<file path="src/logic/ds3_tx_defs.svh">
// Register offsets, field positions and reset values of the transmit alarm override.
// Assumes an 8-bit register port; included by the design files by its bare name.
`ifndef DS3_TX_DEFS_SVH
`define DS3_TX_DEFS_SVH
`define CFG_ADDR        8'h30
`define STAT_ADDR       8'h31
`define CFG_RESET       8'h07
`define CFG_YELLOW      7
`define CFG_XFORCE      6
`define CFG_IDLE        5
`define CFG_AIS         4
`define CFG_LOS         3
`define CFG_AUTO_LOS    2
`define CFG_AUTO_OOF    1
`define CFG_AUTO_AIS    0
`define STAT_MODE_LSB   3
`define STAT_RX_LOS     2
`define STAT_RX_OOF     1
`define STAT_RX_AIS     0
`endif

</file>
<file path="src/logic/ds3_tx_pkg.sv">
// Types shared by the transmit alarm override.
// Assumes the upstream framer tags every bit with its position class.
package ds3_tx_pkg;
	typedef enum logic [2:0] {K_PAY, K_X, K_P, K_M, K_F, K_CP, K_C} kind_t;
	typedef enum logic [2:0] {M_NORMAL, M_XFORCE, M_YELLOW, M_IDLE, M_AIS, M_LOS} mode_t;
endpackage

</file>
<file path="src/logic/ds3_tx_alarm_override.sv">
// Transmit alarm override: replaces or modifies bits of the outbound DS3 stream.
// Assumes the upstream framer tags each bit with its class and marks each M-frame start.
//
// Added by the designer: the placing of the registers and the address-and-strobe port.
`include "ds3_tx_defs.svh"
`timescale 1ns/1ps
module ds3_tx_alarm_override
	import ds3_tx_pkg::*;
#(
	parameter int FIFO_DEPTH = 32
) (
	input  wire logic        ref_clk,
	input  wire logic        rst_b,
	input  wire logic [7:0]  addr,
	input  wire logic [7:0]  wdata,
	input  wire logic        wr_en,
	input  wire logic        rd_en,
	output logic [7:0]       rdata,
	input  wire logic        in_valid,
	output logic             in_ready,
	input  wire logic        in_bit,
	input  wire kind_t       in_kind,
	input  wire logic        in_frame_start,
	input  wire logic        rx_los,
	input  wire logic        rx_oof,
	input  wire logic        rx_ais,
	output logic             out_valid,
	input  wire logic        out_ready,
	output logic             out_bit,
	output kind_t            out_kind,
	output logic             out_frame_start
);
	localparam int WORD_W = 5;

	// The buffer wraps its binary pointers, so only powers of two are served.
	if (FIFO_DEPTH < 2 || (FIFO_DEPTH & (FIFO_DEPTH - 1)) != 0) begin : g_depth_chk
		$error("FIFO depth must be a power of two of at least two.");
	end

	logic [7:0]        cfg_q;
	logic [2:0]        rx_s;
	logic [WORD_W-1:0] fifo_din;
	logic [WORD_W-1:0] fifo_dout;
	logic              fifo_valid;
	logic              take;
	logic              src_bit;
	kind_t             src_kind;
	logic              src_start;
	logic              auto_yellow;
	logic              yellow_any;
	mode_t             mode;
	logic              new_bit;
	logic [1:0]        pat_cnt_q;
	logic              par_acc_q;
	logic              par_last_q;
	logic              out_valid_q;

	// Receive conditions may come from the receive clock, so they are filtered.
	pin_sync #(
		.W(3)
	) u_rx_sync (
		.ref_clk  (ref_clk),
		.rst_b    (rst_b),
		.async_in ({rx_los, rx_oof, rx_ais}),
		.sync_out (rx_s)
	);

	// The FIFO absorbs bursts from the source; a stalled line stalls the source.
	assign fifo_din = {in_frame_start, in_kind, in_bit};

	sync_fifo #(
		.WIDTH(WORD_W),
		.DEPTH(FIFO_DEPTH)
	) u_fifo (
		.ref_clk  (ref_clk),
		.rst_b    (rst_b),
		.wr_valid (in_valid),
		.wr_ready (in_ready),
		.wr_data  (fifo_din),
		.rd_valid (fifo_valid),
		.rd_ready (take),
		.rd_data  (fifo_dout)
	);

	assign take      = fifo_valid && (!out_valid_q || out_ready);
	assign src_bit   = fifo_dout[0];
	assign src_kind  = kind_t'(fifo_dout[3:1]);
	assign src_start = fifo_dout[4];

	// Register port.
	always_ff @(posedge ref_clk or negedge rst_b) begin
		if (!rst_b) begin
			cfg_q <= `CFG_RESET;
		end else if (wr_en && addr == `CFG_ADDR) begin
			cfg_q <= wdata;
		end
	end

	always_ff @(posedge ref_clk or negedge rst_b) begin
		if (!rst_b) begin
			rdata <= 8'h00;
		end else if (rd_en) begin
			case (addr)
				`CFG_ADDR: begin
					rdata <= cfg_q;
				end
				`STAT_ADDR: begin
					rdata <= {2'h0, mode, rx_s};
				end
				default: begin
					rdata <= 8'h00;
				end
			endcase
		end else begin
			rdata <= 8'h00;
		end
	end

	// Automatic far-end receive failure from near-end receive conditions.
	assign auto_yellow = (cfg_q[`CFG_AUTO_LOS] && rx_s[2])
		|| (cfg_q[`CFG_AUTO_OOF] && rx_s[1])
		|| (cfg_q[`CFG_AUTO_AIS] && rx_s[0]);
	assign yellow_any = cfg_q[`CFG_YELLOW] || auto_yellow;

	// One mode is chosen per bit from the current settings.
	always_comb begin
		if (cfg_q[`CFG_LOS]) begin
			mode = M_LOS;
		end else if (cfg_q[`CFG_AIS]) begin
			mode = M_AIS;
		end else if (cfg_q[`CFG_IDLE]) begin
			mode = M_IDLE;
		end else if (yellow_any) begin
			mode = M_YELLOW;
		end else if (cfg_q[`CFG_XFORCE]) begin
			mode = M_XFORCE;
		end else begin
			mode = M_NORMAL;
		end
	end

	// Patterns keep running across modes, so a pattern may start at any phase.
	always_comb begin
		new_bit = src_bit;
		case (mode)
			M_LOS: begin
				new_bit = 1'b0;
			end
			M_AIS: begin
				case (src_kind)
					K_X:       new_bit = 1'b1;
					K_C, K_CP: new_bit = 1'b0;
					K_P:       new_bit = par_last_q;
					K_PAY:     new_bit = ~pat_cnt_q[0];
					default:   new_bit = src_bit;
				endcase
			end
			M_IDLE: begin
				case (src_kind)
					K_X:     new_bit = 1'b1;
					K_CP:    new_bit = 1'b0;
					K_P:     new_bit = par_last_q;
					K_PAY:   new_bit = ~pat_cnt_q[1];
					default: new_bit = src_bit;
				endcase
			end
			M_YELLOW: begin
				if (src_kind == K_X) begin
					new_bit = 1'b0;
				end
			end
			M_XFORCE: begin
				if (src_kind == K_X) begin
					new_bit = 1'b1;
				end
			end
			M_NORMAL: begin
				new_bit = src_bit;
			end
			default: begin
				new_bit = src_bit;
			end
		endcase
	end

	// Pattern phase advances on every payload bit sent.
	always_ff @(posedge ref_clk or negedge rst_b) begin
		if (!rst_b) begin
			pat_cnt_q <= 2'h0;
		end else if (take && src_kind == K_PAY) begin
			pat_cnt_q <= pat_cnt_q + 2'h1;
		end
	end

	// In the AIS and idle patterns, P-bits carry the parity of the payload actually sent in the previous frame.
	always_ff @(posedge ref_clk or negedge rst_b) begin
		if (!rst_b) begin
			par_acc_q  <= 1'b0;
			par_last_q <= 1'b0;
		end else if (take) begin
			if (src_start) begin
				par_last_q <= par_acc_q;
				par_acc_q  <= (src_kind == K_PAY) ? new_bit : 1'b0;
			end else if (src_kind == K_PAY) begin
				par_acc_q <= par_acc_q ^ new_bit;
			end
		end
	end

	// Output stage toward the line interface.
	always_ff @(posedge ref_clk or negedge rst_b) begin
		if (!rst_b) begin
			out_valid_q <= 1'b0;
		end else if (take) begin
			out_valid_q <= 1'b1;
		end else if (out_ready) begin
			out_valid_q <= 1'b0;
		end
	end

	always_ff @(posedge ref_clk or negedge rst_b) begin
		if (!rst_b) begin
			out_bit         <= 1'b0;
			out_kind        <= K_PAY;
			out_frame_start <= 1'b0;
		end else if (take) begin
			out_bit         <= new_bit;
			out_kind        <= src_kind;
			out_frame_start <= src_start;
		end
	end

	assign out_valid = out_valid_q;

	chk_los_all_zero : assert property (@(posedge ref_clk) disable iff (!rst_b)
		take && cfg_q[`CFG_LOS] |=> out_valid && !out_bit)
		else $error("LOS pattern sent a one.");

	chk_los_wins : assert property (@(posedge ref_clk) disable iff (!rst_b)
		cfg_q[`CFG_LOS] |-> mode == M_LOS)
		else $error("LOS pattern did not take precedence.");

	chk_ais_over_idle : assert property (@(posedge ref_clk) disable iff (!rst_b)
		cfg_q[`CFG_AIS] && cfg_q[`CFG_IDLE] && !cfg_q[`CFG_LOS] |-> mode == M_AIS)
		else $error("Idle pattern was not overridden by AIS.");

	chk_ais_c_zero : assert property (@(posedge ref_clk) disable iff (!rst_b)
		take && mode == M_AIS && (src_kind == K_C || src_kind == K_CP)
		|=> !out_bit && (out_kind == K_C || out_kind == K_CP))
		else $error("AIS pattern sent a C-bit of one.");

	chk_ais_alternates : assert property (@(posedge ref_clk) disable iff (!rst_b)
		take && mode == M_AIS && src_kind == K_PAY
		##1 take && mode == M_AIS && src_kind == K_PAY
		|=> out_bit != $past(out_bit))
		else $error("AIS payload did not alternate.");

	chk_idle_payload : assert property (@(posedge ref_clk) disable iff (!rst_b)
		take && mode == M_IDLE && src_kind == K_PAY |=> out_bit == !$past(pat_cnt_q[1]))
		else $error("Idle payload left the 1100 sequence.");

	chk_idle_cp_zero : assert property (@(posedge ref_clk) disable iff (!rst_b)
		take && mode == M_IDLE && src_kind == K_CP |=> !out_bit)
		else $error("Idle pattern sent a CP-bit of one.");

	chk_xforce_ones : assert property (@(posedge ref_clk) disable iff (!rst_b)
		take && cfg_q[`CFG_XFORCE] && !yellow_any && cfg_q[5:3] == 3'h0
		&& src_kind == K_X |=> out_bit)
		else $error("Forced X-bit was not one.");

	chk_xforce_ignored : assert property (@(posedge ref_clk) disable iff (!rst_b)
		take && cfg_q[`CFG_XFORCE] && cfg_q[`CFG_YELLOW] && cfg_q[5:3] == 3'h0
		&& src_kind == K_X |=> !out_bit)
		else $error("X-bit force beat the yellow alarm.");

	chk_auto_yellow : assert property (@(posedge ref_clk) disable iff (!rst_b)
		cfg_q[`CFG_AUTO_LOS] && rx_s[2] && cfg_q[5:3] == 3'h0 |-> mode == M_YELLOW)
		else $error("Receive loss of signal raised no yellow alarm.");

	chk_oof_yellow : assert property (@(posedge ref_clk) disable iff (!rst_b)
		cfg_q[`CFG_AUTO_OOF] && rx_s[1] && cfg_q[5:3] == 3'h0 |-> mode == M_YELLOW)
		else $error("Receive out-of-frame raised no yellow alarm.");

	chk_ais_yellow : assert property (@(posedge ref_clk) disable iff (!rst_b)
		cfg_q[`CFG_AUTO_AIS] && rx_s[0] && cfg_q[5:3] == 3'h0 |-> mode == M_YELLOW)
		else $error("Receive AIS raised no yellow alarm.");

	chk_payload_pass : assert property (@(posedge ref_clk) disable iff (!rst_b)
		take && cfg_q[5:3] == 3'h0 && src_kind == K_PAY |=> out_bit == $past(src_bit))
		else $error("Payload was modified without a pattern.");

	chk_cfg_read : assert property (@(posedge ref_clk) disable iff (!rst_b)
		rd_en && addr == `CFG_ADDR && !wr_en |=> rdata == $past(cfg_q))
		else $error("Configuration read back wrong.");

	chk_los_x_zero : assert property (@(posedge ref_clk) disable iff (!rst_b)
		take && cfg_q[`CFG_LOS] && src_kind == K_X |=> !out_bit)
		else $error("LOS pattern lost an X-bit to another override.");

	chk_ais_beats_idle : assert property (@(posedge ref_clk) disable iff (!rst_b)
		take && cfg_q[`CFG_AIS] && cfg_q[`CFG_IDLE] && !cfg_q[`CFG_LOS] && src_kind == K_C
		|=> !out_bit)
		else $error("Idle pattern passed a C-bit under AIS.");

	chk_idle_x_one : assert property (@(posedge ref_clk) disable iff (!rst_b)
		take && mode == M_IDLE && src_kind == K_X |=> out_bit)
		else $error("Idle pattern sent an X-bit of zero.");

	chk_ais_x_one : assert property (@(posedge ref_clk) disable iff (!rst_b)
		take && mode == M_AIS && src_kind == K_X |=> out_bit)
		else $error("AIS pattern sent an X-bit of zero.");

	chk_yellow_x_zero : assert property (@(posedge ref_clk) disable iff (!rst_b)
		take && mode == M_YELLOW && src_kind == K_X |=> !out_bit)
		else $error("Yellow alarm sent an X-bit of one.");

	chk_yellow_keeps_payload : assert property (@(posedge ref_clk) disable iff (!rst_b)
		take && mode == M_YELLOW && src_kind == K_PAY |=> out_bit == $past(src_bit))
		else $error("Yellow alarm modified the payload.");

	chk_xforce_keeps_payload : assert property (@(posedge ref_clk) disable iff (!rst_b)
		take && mode == M_XFORCE && src_kind == K_PAY |=> out_bit == $past(src_bit))
		else $error("X-bit force modified the payload.");

	chk_normal_pass : assert property (@(posedge ref_clk) disable iff (!rst_b)
		take && mode == M_NORMAL |=> out_bit == $past(src_bit))
		else $error("Normal operation altered a bit.");

	chk_no_auto_yellow : assert property (@(posedge ref_clk) disable iff (!rst_b)
		rx_s[2] && !cfg_q[`CFG_AUTO_LOS] && !cfg_q[`CFG_YELLOW] && cfg_q[5:3] == 3'h0
		&& !(cfg_q[`CFG_AUTO_OOF] && rx_s[1]) && !(cfg_q[`CFG_AUTO_AIS] && rx_s[0])
		|-> mode != M_YELLOW)
		else $error("Disabled loss of signal cause raised a yellow alarm.");

	chk_pattern_parity : assert property (@(posedge ref_clk) disable iff (!rst_b)
		take && (mode == M_AIS || mode == M_IDLE) && src_kind == K_P
		|=> out_bit == $past(par_last_q))
		else $error("Pattern P-bit did not carry the previous frame parity.");

	chk_out_holds : assert property (@(posedge ref_clk) disable iff (!rst_b)
		out_valid && !out_ready
		|=> out_valid && $stable(out_bit) && $stable(out_kind) && $stable(out_frame_start))
		else $error("Output bit changed while the line stalled.");

	chk_tags_kept : assert property (@(posedge ref_clk) disable iff (!rst_b)
		take
		|=> out_valid && out_kind == $past(src_kind) && out_frame_start == $past(src_start))
		else $error("Bit class or frame start was not carried to the line.");

	chk_idle_c_pass : assert property (@(posedge ref_clk) disable iff (!rst_b)
		take && mode == M_IDLE && src_kind == K_C |=> out_bit == $past(src_bit))
		else $error("Idle pattern altered a C-bit outside F-frame three.");

	chk_mf_pass : assert property (@(posedge ref_clk) disable iff (!rst_b)
		take && (mode == M_AIS || mode == M_IDLE) && (src_kind == K_M || src_kind == K_F)
		|=> out_bit == $past(src_bit))
		else $error("Pattern did not keep the M and F bits.");

	chk_cfg_write : assert property (@(posedge ref_clk) disable iff (!rst_b)
		wr_en && addr == `CFG_ADDR |=> cfg_q == $past(wdata))
		else $error("Configuration write did not land.");

	chk_rdata_idle : assert property (@(posedge ref_clk) disable iff (!rst_b)
		!rd_en |=> rdata == 8'h00)
		else $error("Read data stood outside its cycle.");
endmodule

</file>
<file path="src/logic/sync_fifo.sv">
// Single-clock FIFO with valid and ready on both sides.
// Assumes one clock; depth must be a power of two.
`timescale 1ns/1ps
module sync_fifo #(
	parameter int WIDTH = 5,
	parameter int DEPTH = 32
) (
	input  wire logic             ref_clk,
	input  wire logic             rst_b,
	input  wire logic             wr_valid,
	output logic                  wr_ready,
	input  wire logic [WIDTH-1:0] wr_data,
	output logic                  rd_valid,
	input  wire logic             rd_ready,
	output logic [WIDTH-1:0]      rd_data
);
	localparam int AW = $clog2(DEPTH);
	logic [WIDTH-1:0] mem_q [DEPTH];
	logic [AW-1:0]    wptr_q;
	logic [AW-1:0]    rptr_q;
	logic [AW:0]      count_q;
	logic             push;
	logic             pop;

	if (DEPTH < 2 || (1 << AW) != DEPTH) begin : g_chk
		$error("FIFO depth must be a power of two of at least two.");
	end

	assign wr_ready = (count_q != DEPTH[AW:0]);
	assign rd_valid = (count_q != '0);
	assign push     = wr_valid && wr_ready;
	assign pop      = rd_valid && rd_ready;
	assign rd_data  = mem_q[rptr_q];

	always_ff @(posedge ref_clk) begin
		if (push) begin
			mem_q[wptr_q] <= wr_data;
		end
	end

	always_ff @(posedge ref_clk or negedge rst_b) begin
		if (!rst_b) begin
			wptr_q  <= '0;
			rptr_q  <= '0;
			count_q <= '0;
		end else begin
			if (push) begin
				wptr_q <= wptr_q + 1'b1;
			end
			if (pop) begin
				rptr_q <= rptr_q + 1'b1;
			end
			count_q <= count_q + (AW+1)'(push) - (AW+1)'(pop);
		end
	end
endmodule

</file>
<file path="src/logic/pin_sync.sv">
// Three-stage synchroniser with agreement filter for asynchronous levels.
// A change is taken once the second and third stages agree.
`timescale 1ns/1ps
module pin_sync #(
	parameter int W = 3
) (
	input  wire logic         ref_clk,
	input  wire logic         rst_b,
	input  wire logic [W-1:0] async_in,
	output logic [W-1:0]      sync_out
);
	logic [W-1:0] s1_q;
	logic [W-1:0] s2_q;
	logic [W-1:0] s3_q;

	always_ff @(posedge ref_clk or negedge rst_b) begin
		if (!rst_b) begin
			s1_q     <= '0;
			s2_q     <= '0;
			s3_q     <= '0;
			sync_out <= '0;
		end else begin
			s1_q <= async_in;
			s2_q <= s1_q;
			s3_q <= s2_q;
			for (int i = 0; i < W; i++) begin
				if (s2_q[i] == s3_q[i]) begin
					sync_out[i] <= s2_q[i];
				end
			end
		end
	end
endmodule

</file>
<file path="config.mk">
export PLATFORM = sky130hd
export DESIGN_NAME = ds3_tx_alarm_override
export DESIGN_NICKNAME = d
export VERILOG_FILES = /design/src/logic/ds3_tx_pkg.sv /design/src/logic/ds3_tx_alarm_override.sv /design/src/logic/sync_fifo.sv /design/src/logic/pin_sync.sv
export VERILOG_INCLUDE_DIRS = /design/src /design/src/logic
export SDC_FILE = /design/constraint.sdc
export NUM_CORES = 1
export LEC_CHECK = 0
export ABC_AREA = 1
export BUFFER_PORTS_ARGS = -buffer_cell sky130_fd_sc_hd__buf_2
export CAP_MARGIN = 5
export CORE_MARGIN = 2
export CORE_UTILIZATION = 60
export DETAILED_ROUTE_END_ITERATION = 16
export HOLD_SLACK_MARGIN = 0.03
export PLACE_DENSITY = 0.78
export SLEW_MARGIN = 10
export SYNTH_ARGS = -nofsm -noshare
export SYNTH_HDL_FRONTEND = slang
export SYNTH_SLANG_ARGS = --single-unit
export TNS_END_PERCENT = 30
</file>
<file path="constraint.sdc">
create_clock -name ref_clk -period 3.07 [get_ports ref_clk]
set_input_delay 0.1535 -clock ref_clk [delete_from_list [all_inputs] [get_ports ref_clk]]
set_output_delay 0.1535 -clock ref_clk [all_outputs]
set_load 0.03 [all_outputs]
</file>
**Yosys cells after proc, flatten, opt, wreduce, memory -nomap -nowiden**

Memory sizes are Yosys's and may differ from the RTL's.
Cells that the tools add are included.

- Output and inout port bits: 15
- Logic and storage cells: 81
- Input port bits: 30
- Bits in registers: 54
- Bits in writable memories: 160
- Memories kept: 1

- Mux-type cells: 19
- $add $sub $neg: 5
- Reduce and logical (&&, ||, !) cells: 20
- Equality and inequality tests: 15
- Bitwise logic cells: 3

Memories:

| name | depth | width | rd ports | clocked after Yosys merged registers in | wr ports | RTL line | text |
|---|---|---|---|---|---|---|---|
| u_fifo.mem_q | 32 | 5 | 1 | 0 | 1 | sync_fifo.sv:18 | `logic [WIDTH-1:0] mem_q [DEPTH];` |

Operator list:

| operator | count |
|---|---|
| $eq 8x6->1 const B | 2 |
| $pmux 8 s2 | 1 |
| $eq 3x3->1 const B | 4 |
| $add 5x1->5 const B | 2 |
| $mux 1 | 10 |
| $eq 3x2->1 const B | 3 |
| $logic_and 1x1->1 | 8 |
| $mux 8 | 1 |
| $pmux 1 s4 | 2 |
| $add 6x1->6 | 1 |
| $eq 3x1->1 const B | 2 |
| $mux 3 | 2 |
| $ne 6x6->1 const B | 1 |
| $reduce_bool 6->1 | 1 |
| $sub 6x1->6 | 1 |
| $pmux 1 s5 | 1 |
| $logic_or 1x1->1 | 4 |
| $mux 2 | 2 |
| $reduce_and 2->1 | 2 |
| $reduce_bool 2->1 | 2 |
| $eq 1x1->1 | 3 |
| $logic_not 3->1 | 1 |
| $add 2x1->2 const B | 1 |
| $not 1->1 | 2 |
| other kinds (3) | 3 |

**Depth between registers and ports, before layout**

Gate-level depths: netlist of the first run.

- Depth in word-level cells: 13
- Gate-level depth with buffers: 20
- Gate-level depth less buffers: 19

**By module**

From an unflattened synthesis of the first run, not the netlist that was laid out.

- Cell total of the unflattened synthesis: 944
- Area total of the unflattened synthesis: 9,506.6 sq um

By module, submodules not included:

| module | cells each | times used | area each (sq um) | sequential area each (sq um) |
|---|---|---|---|---|
| sync_fifo | 756 | 1 | 7,831.3 | 5,205.0 |
| ds3_tx_alarm_override | 164 | 1 | 1,326.3 | 654.4 |
| pin_sync | 24 | 1 | 349.1 | 300.3 |

**Least setup slack after synthesis of the first run**

OpenSTA, ideal clock, no wires.

- Path kind: register to register
- From: register u_fifo.count_q[2]
- To: register u_fifo.count_q[4]
- Cell stages (with the launch flop): 13
- Arrival: 2.131 ns
- Path buffers: 0
- Path slack: 0.818 ns
- Cell sequence: dfrtp_1 > inv_1 > ha_1 > nand4_1 > nand2_1 > inv_1 > ha_1 > inv_1 > ha_1 > inv_1 > fa_1 > o21a_1 > xor2_1

- Word-level cells in the longest chain between the ends: 4

RTL lines:

| element | RTL line | text |
|---|---|---|
| start, declared | sync_fifo.sv:21 | `logic [AW:0] count_q;` |
| start signal, assigned | sync_fifo.sv:53 | `count_q <= count_q + (AW+1)'(push) - (AW+1)'(pop);` |
| $reduce_bool 6->1 | sync_fifo.sv:30 | `assign rd_valid = (count_q != '0);` |
| $logic_and 1x1->1 | ds3_tx_alarm_override.sv:85 | `assign take = fifo_valid && (!out_valid_q \|\| out_ready);` |
| net take | ds3_tx_alarm_override.sv:45 | `logic take;` |
| $logic_and 1x1->1 | sync_fifo.sv:32 | `assign pop = rd_valid && rd_ready;` |
| $sub 6x1->6 | sync_fifo.sv:53 |  |

The timed path passes the listed nets, and every way through them passes these cells.
A chain may end at the register's enable or synchronous reset.

**Final worst setup path of the first run**

- From: register u_fifo.rptr_q[0]
- To: register par_acc_q

- Word-level cells in the longest chain between the ends: 8

RTL lines:

| element | RTL line | text |
|---|---|---|
| start, declared | sync_fifo.sv:20 | `logic [AW-1:0] rptr_q;` |
| start signal, assigned | sync_fifo.sv:51 | `rptr_q <= rptr_q + 1'b1;` |
| $mem_v2 32x5 (*) | n/a |  |
| $eq 3x3->1 (on tied branches) | ds3_tx_alarm_override.sv:150, ds3_tx_alarm_override.sv:159 |  |
| $reduce_or 2->1 | ds3_tx_alarm_override.sv:150 | `case (src_kind)` |
| $pmux 1 s4 | ds3_tx_alarm_override.sv:150 |  |
| $pmux 1 s5 | ds3_tx_alarm_override.sv:145 | `case (mode)` |
| $xor 1x1->1 | ds3_tx_alarm_override.sv:205 | `par_acc_q <= par_acc_q ^ new_bit;` |
| $mux 1 | ds3_tx_alarm_override.sv:204 | `end else if (src_kind == K_PAY) begin` |
| $mux 1 | ds3_tx_alarm_override.sv:201 | `if (src_start) begin` |
| end signal, assigned | ds3_tx_alarm_override.sv:203 | `par_acc_q <= (src_kind == K_PAY) ? new_bit : 1'b0;` |
| end signal, assigned | ds3_tx_alarm_override.sv:205 |  |
| end, declared | ds3_tx_alarm_override.sv:54 | `logic par_acc_q;` |

Mark *: on every way between the ends. The rest lies on a longest branch, timed or not. The select of a mux whose other input is x is not followed.

==> results of run 1 <==
==> synth_stat cells (all sizes together) <==
master | count | share of area
buf | 25 | 0.017
nor2 | 100 | 0.041
nand2 | 209 | 0.087
xnor2 | 1 | 0.00096
mux2 | 5 | 0.0062
xor2 | 12 | 0.012
nor4 | 1 | 0.00069
or2 | 1 | 0.00069
nand3 | 80 | 0.044
o211ai | 2 | 0.0016
nor3 | 3 | 0.0016
inv | 83 | 0.034
o221ai | 7 | 0.0067
a31oi | 1 | 0.00069
nor3b | 1 | 0.00082
o21a | 1 | 0.00082
clkbuf | 7 | 0.0029
nand3b | 1 | 0.00082
edfxtp | 160 | 0.53
nand4 | 6 | 0.0041
a21oi | 21 | 0.012
ha | 14 | 0.019
dfrtp | 51 | 0.14
fa | 1 | 0.0022
dfstp | 3 | 0.0086
o22ai | 7 | 0.0048
o21ai | 38 | 0.021
maj3 | 3 | 0.0033
==> worst paths after layout <==
kind,to,slack [ns],depth (start not counted)
worst min-delay path,rdata[1],0.06,4
worst max register to register,par_acc_q,0.55,19
worst max-delay path,par_acc_q,0.55,19
max in group asynchronous,u_fifo.rptr_q[0],2.17,3
min in group asynchronous,u_rx_sync.s1_q[0],0.20,2
worst min register to register,u_rx_sync.s2_q[2],0.36,0
==> flip-flops by register name (all words and copies together) (netlist names) <==
| name | cells |
|---|---|
| u_fifo.count_q | 6 |
| out_valid | 1 |
| u_rx_sync.sync_out | 3 |
| u_fifo.rptr_q | 5 |
| u_rx_sync.s3_q | 3 |
| cfg_q | 8 |
| out_bit | 1 |
| out_kind | 3 |
| par_last_q | 1 |
| rdata | 8 |
| out_frame_start | 1 |
| par_acc_q | 1 |
| u_fifo.mem_q | 160 |
| pat_cnt_q | 2 |
| u_rx_sync.s1_q | 3 |
| u_rx_sync.s2_q | 3 |
| u_fifo.wptr_q | 5 |
==> layout make-up <==
type                       instances  area (sq um)  area share
clock buffer                      30           632      0.0604
clock inverter                    12           166      0.0159
inverter                          83           312      0.0298
multi-input combinational        515          2470       0.236
sequential                       214          6160       0.589
tap                              188           235      0.0225
timing repair buffer              73           478      0.0457
==> layer usage <==
metal	track usage	vias to the layer above	wire length, um
li1	-	2961	-
met1	0.353	2986	8050
met2	0.445	272	10500
met3	0.0452	59	1530
met4	0.105	0	665
met5	0	-	0
==> logic make-up (layout without fill, tap and decap cells) <==
family,after synthesis,after routing
flops,214,214
mux,5,5
xor+xnor,13,13
fa+ha+maj,18,18
buf+inv,115,198
compound gates,77,77
simple gates,402,402
==> worst min-delay path, delay by kind of cell <==
| family | cells | cell delay (ns) |
|---|---|---|
| compound gates | 1 | 0.06 |
| buf+inv | 1 | 0.09 |
| simple gates | 2 | 0.21 |
==> metrics by stage <==
step | util | setup slack [ns]
5_1_grt | 0.696 | 0.269
6_report | 0.696 | 0.553
2_1_floorplan | - | 0.818
3_3_place_gp | 0.632 | 0.688
3_5_place_dp | 0.632 | 0.640
4_1_cts | 0.696 | 0.585
==> power by group through the flow <==
stage / registers (mW) / logic, mW / clock network (mW)
2_1_floorplan: 3.70 / 2.41 / 0
3_3_place_gp: 3.69 / 3.20 / 0
3_5_place_dp: 3.70 / 3.29 / 0
4_1_cts: 3.65 / 3.37 / 2.89
5_1_grt: 3.68 / 3.80 / 3.02
6_report: 3.65 / 3.41 / 2.87
==> results.md, run 1 <==
- Slew margin rel.: 0.568
- Area of the mapped netlist: 9130 sq um
- First-pass GRT wire length: 33400 um
- DR vias/cell: 5.63
- Pwr/cell area: 950 nW/um^2
- CTS Root Buffer Type: clkbuf_16
- DP Area: 9500 sq um
- Crit path cell chain: inv_2 > buf_4 > nand2_1 > nand2_1 > nand2_1 > a21oi_1 > nor2_1 > nand2_1 > nand2_2 > inv_1 > nand2_1 > nand3_1 > nand3_1 > nand2_1 > nand3_1 > nand2_1 > nand2_1 > nand3_1 > nand2_1
- Routed len/inst: 18.6 um
- Post-Synthesis Cells: 844
- Most frequent cells in the layout: nand2_1, edfxtp_1, nor2_1
- Status: finished, final reports clean
- Worst setup path startpoint: u_fifo.rptr_q[0]
- 1st-iter DRT viols: 697
- Hold_sp: addr[0]
- Cell Int Power: 6.27 mW
- Max-cap violations: 0
- Die area: 16200 sq um
- Post-Synth Adder-Cell Area: 0.0247
- Design area: 10500 sq um
- Starting density of the core: 0.607
- Chip width: 127 um
- WL final: 20700 um
- Fill count: 1028
- CTS tree: yes
- Rows: 45
- Mean Syn Cell Area: 10.8 sq um
- Minimum clock period after layout: 2.52 ns
- Non-Filler Instances: 1115
- Hold crit path type: input pin to register
- Gate power share: 0.343
- Worst-margin pin slew: 0.647 ns
- Slew Viols, Final: 0
- Leakage: 4.31 nW
- Largest family of logic cells by synthesized area: simple AND/OR/NAND/NOR gates
- FF+latch count, synth: 214
- Count of final setup violators: 0
- Post-synth net total: 889
- Critical Path AT: 2.91 ns
- Clock latency on the worst-skew pair: 0.51 ns
- Gr usage total: 0.266
- Worst-path clk slew: 0.06 ns
- Post-CTS Hold Fix Bufs: 16
- Simple logic cell fraction of the synthesized area: 0.181
- Setup crit end kind: register
- Yosys warning total: 0
- Post-synthesis compound-gate area fraction: 0.0470
- Xor/xnor cell area share of the yosys netlist: 0.0125
- Initial antenna violation count: 0
- Largest net degree at the start of global routing: 44
- Power Total: 9.94 mW
- ANT cells: 0
- Area Growth Syn to Fin: 14.6%
- Post-DP HPWL: 12600 um
- Sequential fraction of the synthesis area: 0.675
- Remaining antenna violation count: 0
- Kind of cell adding the most delay to the critical path: simple AND/OR/NAND/NOR gates
- Synth unique cells: 34
- Hold slack final: 0.0577 ns
- RR Startpoint: u_fifo.rptr_q[0]
- # placed instances: 1057
- CP max stage delay: 0.43 ns
- Post-CTS setup buffers: 0
- Fmax: 397 MHz
- CP max stage cell: dfrtp_2
- P_sw: 3.67 mW
- Via count: 6278
- CTS Sinks: 214
- Share of layout cells above drive strength 1: 0.118
- Commonest non-fill, non-tap cell in the layout: nand2_1
- H-tree depth: 1
- Clk pwr share: 0.289
- Setup TNS Final: 0 ns
- Crit-path max FO: 40
- RSZ-0062 raised after global routing: false
- GP Congestion: 0.850
- PostCTS Resize Cnt: 0
- Switching Fraction: 0.369
- Drc violations: 0
- Most frequent CP cell: nand2_1
- I/O pin cnt: 45
- First-pass iteration count of the detailed router: 5
- Worst Path Buf+Inv: 3
- CTS Buf Count: 23
- Worst endpoint required time: 3.46 ns
- VDD IR max: 0.000689 V
- I/O Buffers: 44
- Multiplexer area fraction after synthesis: 0.00617
- Vias in the first global route: 6410
- Die Y: 127 um
- Final Cycle Share: 0.820
- Share of power burned in registers: 0.367
- Critical path class: register to register
- Clock Tree Buf Depth: 3
- Core area: 15000 sq um
- Final hold vios: 0
- Startpoint types: register
- Skew final: 0.0191 ns
- GR Overflow Total: 0
- Nets@finish: 955
Power figures use the tool's default switching activity.
==> inputs of run 2 (changes only) <==
- clock period: 3.07 -> 2.5 ns (I/O delays scaled with it)
==> run 2 against run 1 <==
  * Flip-flop and latch count unchanged
  * Clock-buffer cell count increased by 4
  * Largest power group is now combinational cells
  * Total power increased by 25%
  * Critical path type unchanged
  * Die area unchanged
==> results.md, run 2 (synthesized netlist as in run 1, its figures left out) <==
- Commonest non-fill, non-tap cell in the layout: nand2_1
- Most flops, register: u_fifo.mem_q
- Final Cycle Share: 0.966 (+0.146)
- Worst endpoint required time: 2.91 ns (-0.55 ns)
- CTS Sinks: 214 (unchanged)
- Clock Tree Buf Depth: 3 (unchanged)
- RR Startpoint: u_fifo.rptr_q[0]
- Hold slack final: 0.0374 ns (-0.0203 ns)
- CTS tree: yes
- Slew Viols, Final: 0 (unchanged)
- Status: finished, final reports clean
- Clock latency on the worst-skew pair: 0.52 ns (about the same)
- Pwr/cell area: 1160 nW/um^2 (+22%)
- Fmax: 414 MHz (+4.2%)
- Minimum clock period after layout: 2.42 ns (-0.102 ns)
- DR vias/cell: 5.61 (-0.39%)
- GP Congestion: 0.867 (+2.0%)
- Largest register FFs: 160 (unchanged)
- Slew margin rel.: 0.472 (-0.0967)
- Largest net degree at the start of global routing: 47 (+6.8%)
- CTS Buf Count: 22 (-4.3%)
- First-pass iteration count of the detailed router: 6 (+1)
- Critical path class: register to register
- Final hold vios: 0 (unchanged)
- Vias in the first global route: 6083 (-5.1%)
- Top flop regs: u_fifo.mem_q x160, cfg_q x8, rdata x8
- Core area: 15000 sq um (unchanged)
- VDD IR max: 0.000818 V (+19%)
- Routed len/inst: 18.3 um (-1.5%)
- GR Overflow Total: 0 (unchanged)
- Worst Hold Depth: 5 (+1)
- Chip width: 127 um (unchanged)
- Remaining antenna violation count: 0 (unchanged)
- Startpoint types: register
- H-tree depth: 1 (unchanged)
- Rows: 45 (unchanged)
- R2R depth: 20 (+1)
- Gr usage total: 0.251 (-0.0148)
- Most frequent cells in the layout: nand2_1, edfxtp_1, nor2_1
- I/O pin cnt: 45 (unchanged)
- Starting density of the core: 0.607 (unchanged)
- Worst-margin pin slew: 0.793 ns (+0.145 ns)
- CTS Root Buffer Type: clkbuf_16
- Area Growth Syn to Fin: 17.2%
- Leakage: 4.42 nW (+2.6%)
- Via count: 6366 (+1.4%)
- 1st-iter DRT viols: 681 (-2.3%)
- Die area: 16200 sq um (unchanged)
- WL final: 20800 um (+0.31%)
- Initial antenna violation count: 0 (unchanged)
- First-pass GRT wire length: 31700 um (-5.1%)
- Power Total: 12.4 mW (+25%)
- Skew final: 0.0205 ns (+0.00135 ns)
- Crit-path max FO: 23 (-43%)
- Max-cap violations: 0 (unchanged)
- RSZ-0062 raised after global routing: true
- Drc violations: 0 (unchanged)
- Count of final setup violators: 0 (unchanged)
- Hold_sp: addr[0]
- Setup crit end kind: register
- ANT cells: 0 (unchanged)
- Die Y: 127 um (unchanged)
- Critical Path AT: 2.82 ns (-0.09 ns)
- Worst setup path startpoint: u_fifo.rptr_q[0]
- Share of layout cells above drive strength 1: 0.156 (+0.0387)
- I/O Buffers: 44 (unchanged)
- Nets@finish: 976 (+2.2%)
- Hold crit path type: input pin to register
- Worst-path clk slew: 0.06 ns (about the same)
- Post-DP HPWL: 12600 um (about the same)
-- run 2: power breakdown --
| group | switching [mW] | internal (mW) |
|---|---|---|
| combinational | 3.13 | 1.64 |
| clock | 1.32 | 1.81 |
| sequential | 0.257 | 4.23 |
| total | 4.70 | 7.68 |
-- run 2: timing repair --
action / in CTS / in global routing
gates resized for setup: 0 / 23
hold buffers: 16 / 0
hold endpoints to repair: 50 / 0
setup buffers: 0 / 7
setup endpoints to repair: 0 / 9
-- run 2: path summary, 6_finish.rpt --
kind	endpoint	slack, ns
worst max-delay path	par_acc_q	0.08
worst min-delay path	rdata[5]	0.04
worst max register to register	par_acc_q	0.08
worst min register to register	u_rx_sync.s2_q[1]	0.35
max in group asynchronous	u_fifo.wptr_q[4]	1.43
min in group asynchronous	cfg_q[5]	0.24
-- run 2: metrics by stage --
| step | instance area [sq um] | TNS [ns] | util | instances | setup slack (ns) |
|---|---|---|---|---|---|
| final | 10700 | 0 | 0.711 | 1135 | 0.0846 |
| after global routing | 10700 | -0.0392 | 0.711 | 1135 | -0.0293 |
| after CTS | 10500 | 0 | 0.698 | 1125 | 0.0544 |
| after detailed placement | 9640 | 0 | 0.641 | 1069 | 0.115 |
| after global placement | 9640 | 0 | 0.641 | 1069 | 0.200 |
| after floorplan | 9130 | 0 | - | 844 | 0.248 |
-- run 2: metal layers --
layer	vias to the layer above	global-route usage	share of wire
met5	-	0	0
met1	3051	0.358	0.41
li1	3008	-	-
met3	49	0.0398	0.076
met4	0	0.0730	0.023
met2	258	0.408	0.49
-- run 2: critical path: stages, from the launching register on --
cell and delay (ns):
dfrtp_2 0.52, inv_6 0.10, buf_12 0.18, nand2_1 0.06
nand3_1 0.11, nand3_1 0.13, nand2_1 0.08, nor2_2 0.16
nand2_1 0.08, nand2_2 0.11, inv_1 0.06, nand2_1 0.07
nand2_1 0.07, inv_1 0.07, nand3_1 0.08, nand2_1 0.07
nand3_1 0.09, nand2_1 0.09, nand2_1 0.06, nand3_1 0.06
nand2_1 0.05
-- run 2: final cells by class --
cell class / instances / area [sq um]
Clock buffer: 34 / 657
Clock inverter: 6 / 33.8
Fill cell: 1025 / 4340
Inverter: 83 / 320
Multi-Input combinational cell: 515 / 2530
Sequential cell: 214 / 6160
Tap cell: 188 / 235
Timing Repair Buffer: 95 / 759
